===== src/hdl/pcd_pkg.sv =====
// constants shared by the pin change detector and its helpers
// assumes a 32-bit avalon-mm register bus with byte addresses
package pcd_pkg;
    // ****************************************
    // register byte offsets
    // ****************************************
    localparam logic [5:0] PCD_OFS_A_ENABLE = 6'h00;
    localparam logic [5:0] PCD_OFS_B_ENABLE = 6'h04;
    localparam logic [5:0] PCD_OFS_CONTROL  = 6'h08;
    localparam logic [5:0] PCD_OFS_A_DATA   = 6'h0C;
    localparam logic [5:0] PCD_OFS_B_DATA   = 6'h10;
    localparam logic [5:0] PCD_OFS_IRQ_STAT = 6'h14;
    localparam logic [5:0] PCD_OFS_IRQ_MASK = 6'h18;

    // ****************************************
    // implemented bits and reset values
    // ****************************************
    localparam logic [7:0] PCD_A_IMPL_MASK  = 8'hEF;
    localparam logic [7:0] PCD_B_IMPL_MASK  = 8'hF3;
    localparam logic [7:0] PCD_ENABLE_RESET = 8'h00;
    localparam logic [1:0] PCD_IRQ_RESET    = 2'h0;
    localparam int         PCD_RESET_PIN    = 5;

    // control register fields
    localparam int PCD_CTL_INT_EN = 0;
    localparam int PCD_CTL_FLAG   = 1;

    // interrupt status fields
    localparam int PCD_IRQ_FLAG_SET = 0;
    localparam int PCD_IRQ_WAKE     = 1;

    // bus answer state
    typedef enum logic [0:0] {
        PCD_BUS_IDLE = 1'b0,
        PCD_BUS_DONE = 1'b1
    } pcd_bus_type;
endpackage : pcd_pkg


===== src/hdl/pcd_sync.sv =====
// two flip-flop synchroniser for a bus of pin levels
// assumes the pins are asynchronous to sys_clk
module pcd_sync
    import pcd_pkg::*;
#(
    parameter int WIDTH = 8
) (
    // clock and reset
    input  wire logic             sys_clk,
    input  wire logic             nrst,
    // pin levels
    input  wire logic [WIDTH-1:0] pin_async,
    output logic      [WIDTH-1:0] pin_sync
);
    logic [WIDTH-1:0] stage1_reg;

    // first stage feeds only the second stage
    always_ff @(posedge sys_clk or negedge nrst) begin
        if (!nrst) begin
            stage1_reg <= '0;
            pin_sync   <= '0;
        end else begin
            stage1_reg <= pin_async;
            pin_sync   <= stage1_reg;
        end
    end
endmodule : pcd_sync


===== src/hdl/pcd_port_cmp.sv =====
// per-port last-read latch and mismatch compare
// assumes pin levels already synchronised to sys_clk
module pcd_port_cmp
    import pcd_pkg::*;
(
    // clock and power-on reset only; the latch ignores other resets
    input  wire logic       sys_clk,
    input  wire logic       nrst,
    // pins and qualifiers
    input  wire logic [7:0] pin_level,
    input  wire logic [7:0] pin_enable,
    input  wire logic       port_access,
    // results
    output logic      [7:0] last_read,
    output logic            mismatch
);
    // latch captures the live level on any read or write of the port
    always_ff @(posedge sys_clk or negedge nrst) begin
        if (!nrst) begin
            last_read <= 8'h00;
        end else if (port_access) begin
            last_read <= pin_level;
        end
    end

    // the access cycle masks the compare, so a change then may be missed
    always_comb begin
        mismatch = |((pin_level ^ last_read) & pin_enable) & ~port_access;
    end
endmodule : pcd_port_cmp


===== src/hdl/pcd_detector.sv =====
// pin change detector for two 8-bit general purpose ports
// assumes avalon-mm master on sys_clk; pins asynchronous; ext_reset synchronous
//
// What this block does
// - every pin except port a pin 4 and port b pins 3..2 has its own change-detection enable bit
// - power-on reset clears all per-pin enable bits
// - port a pin 5 never detects changes while it is the reset input
// - enabled pins compare live level with latch taken at last port read or write
// - mismatches of all enabled pins are ored into one shared change flag
// - with interrupt enable clear the flag still sets but pin_change_irq stays low
// - a lasting mismatch keeps setting the flag despite software clears
// - latch survives external reset; flag sets again after it on mismatch
// - a change in the cycle of a port access may be missed
// - a change wakes the device from sleep only with interrupt enable set
// - port a enable bits 7..5 and 3..0; bit 4 reads zero
// - port b enable bits 7..4 and 1..0; bits 3..2 read zero
// - enable bit one turns detection on, zero turns it off
// - a pin selected as analog input never detects changes
module pcd_detector
    import pcd_pkg::*;
(
    // clock and resets
    input  wire logic        sys_clk,
    input  wire logic        nrst,
    input  wire logic        ext_reset,
    // avalon-mm slave
    input  wire logic [5:0]  address,
    input  wire logic        read,
    input  wire logic        write,
    input  wire logic [31:0] writedata,
    input  wire logic [3:0]  byteenable,
    output logic      [31:0] readdata,
    output logic             waitrequest,
    // port pins
    input  wire logic [7:0]  port_a_pin,
    input  wire logic [7:0]  port_b_pin,
    // configuration from the rest of the device
    input  wire logic        cfg_pin5_is_reset,
    input  wire logic [7:0]  analog_sel_a,
    input  wire logic [7:0]  analog_sel_b,
    input  wire logic        sleep_mode,
    // requests to the core
    output logic             pin_change_irq,
    output logic             wake_req,
    output logic             irq
);
    // ****************************************
    // storage
    // ****************************************
    logic [7:0]  port_a_change_enable_reg;
    logic [7:0]  port_b_change_enable_reg;
    logic        pin_change_int_enable_reg;
    logic        pin_change_flag_reg;
    logic [1:0]  irq_status_reg;
    logic [1:0]  irq_mask_reg;
    logic [1:0]  rd_snap_reg;
    pcd_bus_type bus_state_reg;
    pcd_bus_type bus_state_next;

    logic [7:0]  pin_a_sync;
    logic [7:0]  pin_b_sync;
    logic [7:0]  last_a;
    logic [7:0]  last_b;
    logic        mismatch_a;
    logic        mismatch_b;
    logic [7:0]  live_en_a;
    logic [7:0]  live_en_b;

    logic        request;
    logic        accept;
    logic        wr_low;
    logic        any_change;
    logic        flag_rise;
    logic        wake_event;
    logic        access_a;
    logic        access_b;
    logic [31:0] read_word;

    logic        wr_a_enable;
    logic        wr_b_enable;
    logic        wr_control;
    logic        wr_irq_mask;
    logic        rd_irq_stat;

    // ****************************************
    // pin synchronisers
    // ****************************************
    pcd_sync #(
        .WIDTH     (8)
    ) u_sync_a (
        .sys_clk   (sys_clk),
        .nrst      (nrst),
        .pin_async (port_a_pin),
        .pin_sync  (pin_a_sync)
    );

    pcd_sync #(
        .WIDTH     (8)
    ) u_sync_b (
        .sys_clk   (sys_clk),
        .nrst      (nrst),
        .pin_async (port_b_pin),
        .pin_sync  (pin_b_sync)
    );

    // ****************************************
    // bus handshake
    // ****************************************
    // one wait cycle: readdata is loaded, then waitrequest drops for one cycle
    assign request = read | write;
    assign accept  = request & (bus_state_reg == PCD_BUS_DONE);
    assign wr_low  = write & byteenable[0] & (bus_state_reg == PCD_BUS_DONE);

    // answer state, a single step per request
    always_comb begin
        bus_state_next = PCD_BUS_IDLE;
        unique case (bus_state_reg)
            PCD_BUS_IDLE: begin
                if (request) begin
                    bus_state_next = PCD_BUS_DONE;
                end
            end
            PCD_BUS_DONE: begin
                bus_state_next = PCD_BUS_IDLE;
            end
        endcase
    end

    // answer state advances on every edge
    always_ff @(posedge sys_clk or negedge nrst) begin
        if (!nrst) begin
            bus_state_reg <= PCD_BUS_IDLE;
        end else begin
            bus_state_reg <= bus_state_next;
        end
    end

    // waitrequest drops in the cycle after a request is first seen
    always_ff @(posedge sys_clk or negedge nrst) begin
        if (!nrst) begin
            waitrequest <= 1'b1;
        end else begin
            waitrequest <= ~(request & (bus_state_reg == PCD_BUS_IDLE));
        end
    end

    // port accesses end the mismatch when the bus takes them
    assign access_a = accept & (address == PCD_OFS_A_DATA);
    assign access_b = accept & (address == PCD_OFS_B_DATA);

    // ****************************************
    // register strobes
    // ****************************************
    // one strobe per register keeps every update block to a single condition
    assign wr_a_enable = wr_low & (address == PCD_OFS_A_ENABLE);
    assign wr_b_enable = wr_low & (address == PCD_OFS_B_ENABLE);
    assign wr_control  = wr_low & (address == PCD_OFS_CONTROL);
    assign wr_irq_mask = wr_low & (address == PCD_OFS_IRQ_MASK);
    assign rd_irq_stat = read & accept & (address == PCD_OFS_IRQ_STAT);

    // ****************************************
    // per-pin enables
    // ****************************************
    // bit 4 of port a is not stored and reads as zero
    always_ff @(posedge sys_clk or negedge nrst) begin
        if (!nrst) begin
            port_a_change_enable_reg <= PCD_ENABLE_RESET;
        end else if (ext_reset) begin
            port_a_change_enable_reg <= PCD_ENABLE_RESET;
        end else if (wr_a_enable) begin
            port_a_change_enable_reg <= writedata[7:0] & PCD_A_IMPL_MASK;
        end
    end

    // bits 3..2 of port b are not stored and read as zero
    always_ff @(posedge sys_clk or negedge nrst) begin
        if (!nrst) begin
            port_b_change_enable_reg <= PCD_ENABLE_RESET;
        end else if (ext_reset) begin
            port_b_change_enable_reg <= PCD_ENABLE_RESET;
        end else if (wr_b_enable) begin
            port_b_change_enable_reg <= writedata[7:0] & PCD_B_IMPL_MASK;
        end
    end

    // effective enables: a one turns detection on unless analog or reset pin
    always_comb begin
        live_en_a = port_a_change_enable_reg & ~analog_sel_a;
        live_en_b = port_b_change_enable_reg & ~analog_sel_b;
        if (cfg_pin5_is_reset) begin
            live_en_a[PCD_RESET_PIN] = 1'b0;
        end
    end

    // ****************************************
    // compare units
    // ****************************************
    // latches see only the power-on reset, so they ride through ext_reset
    pcd_port_cmp u_cmp_a (
        .sys_clk     (sys_clk),
        .nrst        (nrst),
        .pin_level   (pin_a_sync),
        .pin_enable  (live_en_a),
        .port_access (access_a),
        .last_read   (last_a),
        .mismatch    (mismatch_a)
    );

    pcd_port_cmp u_cmp_b (
        .sys_clk     (sys_clk),
        .nrst        (nrst),
        .pin_level   (pin_b_sync),
        .pin_enable  (live_en_b),
        .port_access (access_b),
        .last_read   (last_b),
        .mismatch    (mismatch_b)
    );

    // one shared flag, so software cannot tell which port moved
    assign any_change = mismatch_a | mismatch_b;

    // ****************************************
    // control: interrupt enable and change flag
    // ****************************************
    always_ff @(posedge sys_clk or negedge nrst) begin
        if (!nrst) begin
            pin_change_int_enable_reg <= 1'b0;
        end else if (ext_reset) begin
            pin_change_int_enable_reg <= 1'b0;
        end else if (wr_control) begin
            pin_change_int_enable_reg <= writedata[PCD_CTL_INT_EN];
        end
    end

    // flag: hardware set wins over a software clear in the same cycle
    always_ff @(posedge sys_clk or negedge nrst) begin
        if (!nrst) begin
            pin_change_flag_reg <= 1'b0;
        end else if (any_change) begin
            pin_change_flag_reg <= 1'b1;
        end else if (ext_reset) begin
            pin_change_flag_reg <= 1'b0;
        end else if (wr_control && !writedata[PCD_CTL_FLAG]) begin
            pin_change_flag_reg <= 1'b0;
        end
    end

    // ****************************************
    // requests toward the core
    // ****************************************
    // flag still sets with enable clear; only the request is held back
    always_ff @(posedge sys_clk or negedge nrst) begin
        if (!nrst) begin
            pin_change_irq <= 1'b0;
        end else begin
            pin_change_irq <= (any_change | pin_change_flag_reg)
                              & pin_change_int_enable_reg;
        end
    end

    // wake also looks at the live mismatch, so it need not wait for the flag
    always_ff @(posedge sys_clk or negedge nrst) begin
        if (!nrst) begin
            wake_req <= 1'b0;
        end else begin
            wake_req <= sleep_mode & pin_change_int_enable_reg
                        & (any_change | pin_change_flag_reg);
        end
    end

    // ****************************************
    // event status, mask and interrupt line
    // ****************************************
    // status events: a fresh rise of the flag, and a change seen while asleep
    assign flag_rise  = any_change & ~pin_change_flag_reg;
    assign wake_event = sleep_mode & pin_change_int_enable_reg & any_change;

    // a read clears only the bits it reported; new events win over it
    always_ff @(posedge sys_clk or negedge nrst) begin
        if (!nrst) begin
            irq_status_reg <= PCD_IRQ_RESET;
        end else begin
            irq_status_reg <= (irq_status_reg
                               & ~(rd_irq_stat ?
                                   rd_snap_reg : 2'h0))
                              | {wake_event, flag_rise};
        end
    end

    always_ff @(posedge sys_clk or negedge nrst) begin
        if (!nrst) begin
            irq_mask_reg <= PCD_IRQ_RESET;
        end else if (wr_irq_mask) begin
            irq_mask_reg <= writedata[1:0];
        end
    end

    // level line, one cycle behind the status it reflects
    always_ff @(posedge sys_clk or negedge nrst) begin
        if (!nrst) begin
            irq <= 1'b0;
        end else begin
            irq <= |(irq_status_reg & irq_mask_reg);
        end
    end

    // ****************************************
    // read path
    // ****************************************
    // unmapped offsets read as zero and ignore writes
    always_comb begin
        read_word = 32'h0000_0000;
        unique case (address)
            PCD_OFS_A_ENABLE: read_word[7:0] = port_a_change_enable_reg;
            PCD_OFS_B_ENABLE: read_word[7:0] = port_b_change_enable_reg;
            PCD_OFS_CONTROL: begin
                read_word[PCD_CTL_INT_EN] = pin_change_int_enable_reg;
                read_word[PCD_CTL_FLAG]   = pin_change_flag_reg;
            end
            PCD_OFS_A_DATA:   read_word[7:0] = pin_a_sync;
            PCD_OFS_B_DATA:   read_word[7:0] = pin_b_sync;
            PCD_OFS_IRQ_STAT: read_word[1:0] = irq_status_reg;
            PCD_OFS_IRQ_MASK: read_word[1:0] = irq_mask_reg;
            default:          read_word = 32'h0000_0000;
        endcase
    end

    // data is loaded in the wait cycle and stands through the accept edge
    always_ff @(posedge sys_clk or negedge nrst) begin
        if (!nrst) begin
            readdata <= 32'h0000_0000;
        end else if (read && bus_state_reg == PCD_BUS_IDLE) begin
            readdata <= read_word;
        end
    end

    // snapshot taken with the data, so a status read clears only what it reported
    always_ff @(posedge sys_clk or negedge nrst) begin
        if (!nrst) begin
            rd_snap_reg <= 2'h0;
        end else if (read && bus_state_reg == PCD_BUS_IDLE) begin
            rd_snap_reg <= irq_status_reg;
        end
    end
endmodule : pcd_detector


===== config.mk =====
export PLATFORM = sky130hd
export DESIGN_NAME = pcd_detector
export DESIGN_NICKNAME = d
export VERILOG_FILES = /design/src/hdl/pcd_pkg.sv /design/src/hdl/pcd_sync.sv /design/src/hdl/pcd_port_cmp.sv /design/src/hdl/pcd_detector.sv
export SDC_FILE = /design/constraint.sdc
export NUM_CORES = 1
export LEC_CHECK = 0
export ABC_AREA = 1
export BUFFER_PORTS_ARGS = -buffer_cell sky130_fd_sc_hd__buf_4
export CORE_MARGIN = 5
export CORE_UTILIZATION = 55
export DETAILED_ROUTE_END_ITERATION = 8
export HOLD_SLACK_MARGIN = 0.02
export PLACE_DENSITY = 0.93
export RECOVER_POWER = 100
export SETUP_SLACK_MARGIN = 0.2
export SLEW_MARGIN = 5
export SYNTH_ARGS = -nofsm -noshare
export SYNTH_HDL_FRONTEND = slang
export SYNTH_SLANG_ARGS = --single-unit

===== constraint.sdc =====
create_clock -name sys_clk -period 3 [get_ports sys_clk]
set_input_delay 0.3 -clock sys_clk [delete_from_list [all_inputs] [get_ports sys_clk]]
set_output_delay 0.3 -clock sys_clk [all_outputs]
set_load 0.01 [all_outputs]

==> Word level (Yosys, flattened, before mapping) <==
Cells that the tools add are included.
{ "op_classes": {"eq_ne": 6, "div_mod_pow": 0, "n_reduce_logical": 11, "multipliers": 0, "muxes": 15, "bitwise_logic": 39, "n_lt_le_gt_ge": 0, "n_shift": 0, "add_sub_neg": 0} }
{ "ops": {"columns": ["op", "n"], "rows": [
  ["bitwise AND 8 bit", 4],
  ["2-to-1 mux 8 bit", 4],
  ["case mux 6 bit (4 select lines)", 1],
  ["bitwise AND 1 bit", 19],
  ["== test 6 x 5 -> 1 bit (second input constant)", 3],
  ["inverter 8 bit", 2],
  ["OR reduction 8 bit", 2],
  ["XOR 8 bit", 2],
  ["case mux 2 bit (7 select lines)", 1],
  ["== test 6 x 4 -> 1 bit (second input constant)", 2],
  ["2-to-1 mux 1 bit", 7],
  ["== test 6 x 3 -> 1 bit (second input constant)", 1],
  ["zero test 6 bit", 1],
  ["nonzero test 2 bit", 3],
  ["inverter 1 bit", 5],
  ["bitwise AND 2 bit", 2],
  ["bitwise OR 1 bit", 3],
  ["nonzero test 3 bit", 1],
  ["logical AND 1 bit", 2],
  ["2-to-1 mux 2 bit", 1],
  ["inverter 2 bit", 1],
  ["bitwise OR 2 bit", 1],
  ["case mux 1 bit (2 select lines)", 1],
  ["OR reduction 2 bit", 1],
  ["zero test 1 bit", 1]
]} }
{ "word_totals": {"word_cells": 90, "latchBits": 0, "mem_bits_rw": 0, "mem_bits_ro": 0, "output_inout_bits": 36, "memories": 0, "in_bits": 81, "register_bits": 85} }

==> Depth between registers and ports, before layout <==
Gate-level depths: netlist of the first run.
{ "logic_depth": {"ltp_word": 9, "mapped_depth": 11, "ltp_nobuf": 11} }

==> Cells and area by module <==
From an unflattened synthesis of the first run, not the netlist that was laid out.
{ "unflattened": {"cells_unflattened": 447, "hier_area_um2": 3757.4} }
{ "modules_own_cells": {"columns": ["module", "seq_area_each_um2", "area_per_inst_um2", "cells_per_inst", "n_inst"], "rows": [
  ["pcd_detector", 852.1, 2025.7, 271, 1],
  ["pcd_port_cmp", 200.2, 465.4, 72, 2],
  ["pcd_sync", 400.4, 400.4, 16, 2]
]} }

==> Worst setup path after synthesis of the first run <==
Ideal clock, no wire load.
{ "synth_timing": {"path_type": "input to register", "startpoint": "input port address[1]", "endpoint": "register port_a_change_enable_reg[6]", "slack_ns": 1.697, "n_path_buf": 1, "t_required_ns": 2.882, "cell_stages": 9, "t_arrival_ns": 1.185, "setup_time_ns": 0.118, "path_cell_list": "nor2_1 nand2_4 nor2_4 inv_4 nor2_4 nor2_2 buf_6 nand2_1 o21ai_2"} }
{ "synth_via": {"elab_chain_cells": 3} }
{ "synth_lines": {"columns": ["element", "line", "text"], "rows": [
  ["from (decl)", "pcd_detector.sv:27", "input wire logic [5:0] address,"],
  ["zero test 6 bit", "pcd_detector.sv:155", "assign wr_a_enable = wr_low & (address == PCD_OFS_A_ENABLE);"],
  ["bitwise AND 1 bit", "pcd_detector.sv:155", null],
  ["nonzero test 2 bit (no line)", null, null],
  ["to (signal assigned)", "pcd_detector.sv:171", "port_a_change_enable_reg <= writedata[7:0] & PCD_A_IMPL_MASK;"],
  ["to (decl)", "pcd_detector.sv:50", "logic [7:0] port_a_change_enable_reg;"]
]} }
No other way between the ends.
A chain may end at the register's enable or synchronous reset.

==> Worst setup path after layout of the first run <==
{ "layout_timing": {"startpoint": "register bus_state_reg", "endpoint": "register port_b_change_enable_reg[6]"} }
{ "layout_via": {"elab_chain_cells": 3} }
{ "layout_lines": {"columns": ["element", "line", "text"], "rows": [
  ["from (decl)", "pcd_detector.sv:57", "pcd_bus_type bus_state_reg;"],
  ["from (signal assigned)", "pcd_detector.sv:134", "bus_state_reg <= bus_state_next;"],
  ["bitwise AND 1 bit", "pcd_detector.sv:112", "assign wr_low = write & byteenable[0] & (bus_state_reg == PCD_BUS_DONE);"],
  ["bitwise AND 1 bit", "pcd_detector.sv:156", "assign wr_b_enable = wr_low & (address == PCD_OFS_B_ENABLE);"],
  ["nonzero test 2 bit (no line)", null, null],
  ["to (signal assigned)", "pcd_detector.sv:182", "port_b_change_enable_reg <= writedata[7:0] & PCD_B_IMPL_MASK;"],
  ["to (decl)", "pcd_detector.sv:51", "logic [7:0] port_b_change_enable_reg;"]
]} }
No other way between the ends.

==> run_results.csv, run 1 <==
group,metric,value,unit
outcome,status,"finished, violations left",
outcome,violations,"max-capacitance violations, max-slew violations",
synthesis,synth_area_leaders,"dfrtp_1 (54%), nand2_1 (13%), inv_1 (5.2%)",
synthesis,yosysUniqueCellTypes,37,
die,dieWidth,91.2,um
synthesis,ys_ff_latch,79,
cells_and_area,fin_cells,567,
cells_and_area,diodes,0,
timing,setup_tns,0,ps
routing,drc,0,
timing,final_hold_viol_count,0,
routing,viasPerCell,4.97,
cells_and_area,nets,566,
clocking,cts.clk_slew.worst_paths,90,ps
synthesis,synth_mux_area_share,0.724,%
timing,worst_pin_slew,1880,ps
synthesis,postSynthCellCount,410,
grt,grt_max_degree,80,
synthesis,yosysTopAreaCell,"dfrtp_1",
die,die_h,91.2,um
timing,min_period,1740,ps
synthesis,synth-simple-area-share,24.8,%
clocking,cts.sinks,79,
grt,grt_pass1_vias,2873,
placed_design,placed_cells,545,
critical_path,cp-start-kind,"register",
flow_run,cap_violations,1,
clocking,cts_inserted_buffers,9,
synthesis,synth_async_sr_flop_share,100,%
pwr,p_leak,2.21,nW
critical_path,worstSetupEndpointType,"register",
synthesis,netlist_area,3630,sq um
timing,finalSetupViolCount,0,
critical_path,slowest_stage,"a31oi_1",
routing,vias,2818,
routing,drt_iter0_markers,140,
placed_design,port_buffers,62,
synthesis,synth_xor_area_share,0.483,%
synthesis,synth_top_family_by_area,"simple AND/OR/NAND/NOR gates",
synthesis,synth-edff-count,0,
timing,drv_slew,80,
grt,overflow,0,
timing,fin_worst_skew,11.2,ps
clocking,cts-htree-levels,3,
synthesis,synthFlopType,"dfrtp_1",
synthesis,synth_top_area_share,53.8,%
grt,grt.total_usage,20.0,%
timing,max_slew_margin,-25.0,%
placed_design,gp_congestion,0.900,
clocking,postCtsResizedCells,0,
die,row_count,29,
synthesis,yosysWarningCount,0,
synthesis,synth.most_common_cell,"nand2_1",
die,core,6390,sq um
critical_path,cp.required,3200,ps
synthesis,synth-seq-area-share,54.5,%
placed_design,hpwl,5870,um
die,dieArea,8320,sq um
synthesis,avgSynthCellArea,8.85,sq um
die,num_io_pins,117,
timing,fin_crit_sh,57.9,%
critical_path,critPathArrivalTime,1930,ps
synthesis,synth_compound_area_share,7.55,%
critical_path,critPathMaxFanout,12,
critical_path,critPathKind,"reg2reg",
clocking,cts_buffer_depth,2,
synthesis,synthAdderAreaFrac,0,%
critical_path,worstPathCellList,"nand3_1, inv_1, a31oi_1, o21ai_0",
grt,grt_pass1_wl,13200,um
clocking,clock_latency,360,ps
critical_path,cpPeakStageDelay,730,ps
hold_path,hold_class,"in2reg",
clocking,cts_tree,"done",
synthesis,synth_common_cells,"nand2_1 (121), dfrtp_1 (78), inv_1 (50)",
clocking,cts_setup_buffers,0,
grt,grt_antenna_before_repair,0,
routing,post_drt_wl_per_cell,13.9,um
pwr,power_density,518,nW/um^2
die,initial_core_util,56.8,%
clocking,cts_root_buf,"clkbuf_8",
timing,rsz0062_at_grt,"false",
cells_and_area,final_core_util,65.7,%
routing,drtPass1Iterations,4,
pwr,max-vdd-ir-drop,413,uV
cells_and_area,drive_above_1_share,18.0,%
timing,timing.fmax,576,MHz
pwr,total_power,0.00218,W
routing,postRouteAntennaNets,0,
routing,routed_wl,7890,um
cells_and_area,area_growth,15.7,%
-- final timing paths --
check,from,endpoint,slack [ps],cells after the start
hold / removal,port_a_pin[3],u_sync_a.stage1_reg[3],60,1
max in group asynchronous,nrst,u_sync_b.stage1_reg[5],1450,1
hold reg to reg,u_sync_b.stage1_reg[5],u_sync_b.pin_sync[5],350,0
setup reg to reg,bus_state_reg,port_b_change_enable_reg[6],1260,4
min in group asynchronous,nrst,u_sync_b.stage1_reg[0],450,1
setup / recovery,bus_state_reg,port_b_change_enable_reg[6],1260,4
-- layout make-up --
type                    count  area, sq um
flip-flops and latches     79         1980
inverters                  57          218
multi-input cells         269         1240
repair buffers             69          482
fillers                   552         2190
well taps                  77         96.3
clock buffers               9          124
clock inverters             7         62.6
-- repair_timing --
action,CTS,global route
hold buffers,0,6
endpoints found under the hold margin,0,6
setup endpoints to repair,0,0
-- per-layer routing --
| layer | part of all wire, % | GRT usage [%] | routed length [um] | up-vias |
|---|---|---|---|---|
| met3 | 8.8 | 5.45 | 697 | 17 |
| met1 | 39 | 25.2 | 3080 | 1320 |
| met4 | 2.2 | 8.31 | 176 | 0 |
| met5 | 0 | 0 | 0 | - |
| met2 | 50 | 32.7 | 3930 | 110 |
| li1 | - | - | - | 1371 |
-- placed cells by master (no fill, tap or decap), drive strengths merged, types with 2 or more instances in the layout --
master | netlist | routed
nand2 | 128 | 128
dfrtp | 78 | 78
inv | 55 | 59
clkbuf | 1 | 39
nor2 | 36 | 36
o21ai | 35 | 35
buf | 27 | 33
nand3 | 27 | 27
conb | 1 | 24
dlygate4sd3 | 0 | 6
clkinv | 2 | 4
a21oi | 3 | 3
nor3 | 2 | 2
o211ai | 2 | 2
o22ai | 2 | 2
mux2 | 2 | 2
-- power breakdown --
group | internal [W] | total [W] | switching, W
sequential | 0.00113 | 0.00117 | 0.0000421
clock | 0.000318 | 0.000754 | 0.000436
combinational | 0.0000964 | 0.000247 | 0.000151
-- logic make-up after synthesis --
family                    count (synthesis)
AOI/OAI and AO/OA                        44
xor gates and xnor gates                  2
muxes                                     2
other                                     1
DFF                                      79
and+or+nand+nor                         197
buffers and inverters                    85
-- per-stage QoR --
step           hold WS [ps]  area (sq um)  setup WS, ps
2_1_floorplan          4.41          3710          1700
3_3_place_gp            332          4070          1270
3_5_place_dp            336          4070          1220
4_1_cts                21.9          4260          1210
5_1_grt                42.6          4200           990
6_report               62.2          4200          1260
-- critical path: cells and delay by family (launching register included) --
| kind | cells | cell delay, ps |
|---|---|---|
| compound gates | 2 | 920 |
| flops | 1 | 420 |
| simple gates | 1 | 130 |
| buf+inv | 1 | 90 |
(Power assumes the default switching activity.)
==> run 2: changes to the inputs <==
--- a/config.mk
+++ b/config.mk
@@ -8,10 +8,10 @@
 export ABC_AREA = 1
 export BUFFER_PORTS_ARGS = -buffer_cell sky130_fd_sc_hd__buf_4
 export CORE_MARGIN = 5
-export CORE_UTILIZATION = 55
+export CORE_UTILIZATION = 51
 export DETAILED_ROUTE_END_ITERATION = 8
 export HOLD_SLACK_MARGIN = 0.02
-export PLACE_DENSITY = 0.93
+export PLACE_DENSITY = 0.87
 export RECOVER_POWER = 100
 export SETUP_SLACK_MARGIN = 0.2
 export SLEW_MARGIN = 5
==> constraint.sdc (replaced) <==
create_clock -name sys_clk -period 1.8 [get_ports sys_clk]
set_input_delay 0.18 -clock sys_clk [delete_from_list [all_inputs] [get_ports sys_clk]]
set_output_delay 0.18 -clock sys_clk [all_outputs]
set_load 0.01 [all_outputs]
==> run 2 against run 1 <==
  * The run now ends clean
  * First-iteration DRC count shrank 5.7%
  * Clock skew shrank 6.0 ps
  * Die area grew 7.0%
  * Sequential cell count is the same
  * Combinational power grew 80%
  * Largest power group unchanged
  * Highest routed layer unchanged
  * Sequential share of layout area shrank 2.0 points
  * Critical path depth grew 2
  * Cell area grew 4.4%
  * Non-clock buffer count grew 14
  * Register-to-register slack lost 990 ps
==> run_results.csv, run 2 (synthesis results as in run 1) <==
group,metric,value,unit
cells_and_area,layout_common_cells,"nand2_1 (121), dfrtp_1 (78), inv_1 (50), buf_4 (34), o21ai_0 (33)",
routing,drt_iter0_markers,132,
placed_design,placed_cells,567,
routing,routed_wl,7810,um
clocking,cts_buffer_depth,2,
clocking,cts_root_buf,"clkbuf_8",
grt,grt_max_degree,38,
hold_path,min-delay-start,"writedata[2]",
timing,finalSetupViolCount,0,
routing,postRouteAntennaNets,0,
cells_and_area,area_growth,20.8,%
routing,vias,2828,
timing,max_slew_margin,40.6,%
clocking,clock_latency,350,ps
clocking,cts_inserted_buffers,9,
timing,fin_worst_skew,5.20,ps
die,die_h,94.4,um
timing,fin_crit_sh,84.9,%
timing,whs,75.6,ps
routing,drtPass1Iterations,4,
die,core,6870,sq um
timing,timing.fmax,654,MHz
critical_path,rrSetupSlack,270,ps
critical_path,reg2reg_depth,6,
timing,min_period,1530,ps
routing,drc,0,
grt,grt_pass1_wl,13000,um
cells_and_area,fillCellCount,576,
routing,viasPerCell,4.71,
hold_path,holdPathEnd,"port_a_change_enable_reg[2]",
placed_design,gp_congestion,0.893,
hold_path,hold_depth,3,
timing,rsz0062_at_grt,"false",
clocking,cts-htree-levels,3,
pwr,p_leak,2.30,nW
clocking,cts.clk_slew.worst_paths,80,ps
pwr,max-vdd-ir-drop,563,uV
cells_and_area,drive_above_1_share,18.8,%
hold_path,hold_class,"in2reg",
critical_path,critPathArrivalTime,1800,ps
critical_path,r2r-end,"port_b_change_enable_reg[5]",
critical_path,worstSetupEndpointType,"register",
die,dieArea,8900,sq um
cells_and_area,fin_cells,600,
timing,drv_slew,0,
pwr,power_density,821,nW/um^2
critical_path,timing.rr.start,"bus_state_reg",
clocking,cts_tree,"done",
timing,setup_tns,0,ps
cells_and_area,diodes,0,
critical_path,cp.required,2070,ps
critical_path,cp-start-kind,"register",
outcome,status,"finished, final reports clean",
cells_and_area,final_common_cell,"nand2_1",
routing,post_drt_wl_per_cell,13.0,um
clocking,cts_setup_buffers,0,
grt,grt.total_usage,19.3,%
flow_run,cap_violations,0,
cells_and_area,final_area,4380,sq um
critical_path,critPathKind,"reg2reg",
grt,grt_antenna_before_repair,0,
timing,final_hold_viol_count,0,
die,row_count,30,
die,initial_core_util,52.8,%
cells_and_area,nets,580,
die,dieWidth,94.4,um
die,num_io_pins,117,
clocking,cts.sinks,79,
grt,grt_pass1_vias,2851,
placed_design,hpwl,5830,um
timing,worst_pin_slew,891,ps
placed_design,port_buffers,62,
critical_path,critPathMaxFanout,12,
grt,overflow,0,
placed_design,place_area,4130,sq um
run 2: how the worst max path moves through the flow:
stage	start	endpoint	cells after the start
6_report	bus_state_reg	port_b_change_enable_reg[5]	6
5_1_grt	bus_state_reg	port_b_change_enable_reg[6]	5
3_5_place_dp	address[1]	pin_change_irq	11
3_3_place_gp	address[0]	irq_status_reg[0]	11
4_1_cts	bus_state_reg	irq_status_reg[1]	7
2_1_floorplan	bus_state_reg	port_b_change_enable_reg[0]	5
run 2: repair_timing:
item                                    4_1_cts  5_1_grt
gates resized for setup                       0        2
endpoints found under the setup margin        0        5
hold buffers                                 17        0
hold endpoints to repair                     51        0
run 2: layer usage:
metal	wire, um	share of wire (%)	vias up	track usage, %
met4	216	2.8	0	8.30
li1	-	-	1394	-
met1	3200	41	1300	24.1
met2	3810	49	113	31.2
met3	586	7.5	21	5.90
met5	0	0	-	0
run 2: cell type report:
| cell class | count | area, sq um | share of cell area (%) |
|---|---|---|---|
| Sequential cell | 79 | 1980 | 45.1 |
| Multi-Input combinational cell | 269 | 1260 | 28.7 |
| Timing Repair Buffer | 83 | 624 | 14.2 |
| Inverter | 57 | 218 | 4.97 |
| Clock buffer | 11 | 151 | 3.46 |
| Tap cell | 96 | 120 | 2.74 |
| Clock inverter | 5 | 32.5 | 0.742 |
run 2: critical path, stage by stage, from the launching register on:
cell,delay (ps)
dfrtp_1,420
nand3_1,150
inv_1,90
a31oi_1,170
clkbuf_1,410
nand2_1,120
o21ai_0,100
run 2: power breakdown:
part | switching [W] | internal (W)
Clock | 0.000630 | 0.000570
Sequential | 0.0000677 | 0.00189
Combinational | 0.000259 | 0.000185
run 2: stage by stage:
| stage | power (W) | worst slack, ps | util, % |
|---|---|---|---|
| global route | 0.00380 | 138 | 63.8 |
| finish | 0.00360 | 271 | 63.8 |
| detailed placement | 0.00244 | 282 | 60.1 |
| floorplan | 0.00226 | 587 | - |
| CTS | 0.00367 | 336 | 65.3 |
| global placement | 0.00242 | 349 | 60.1 |
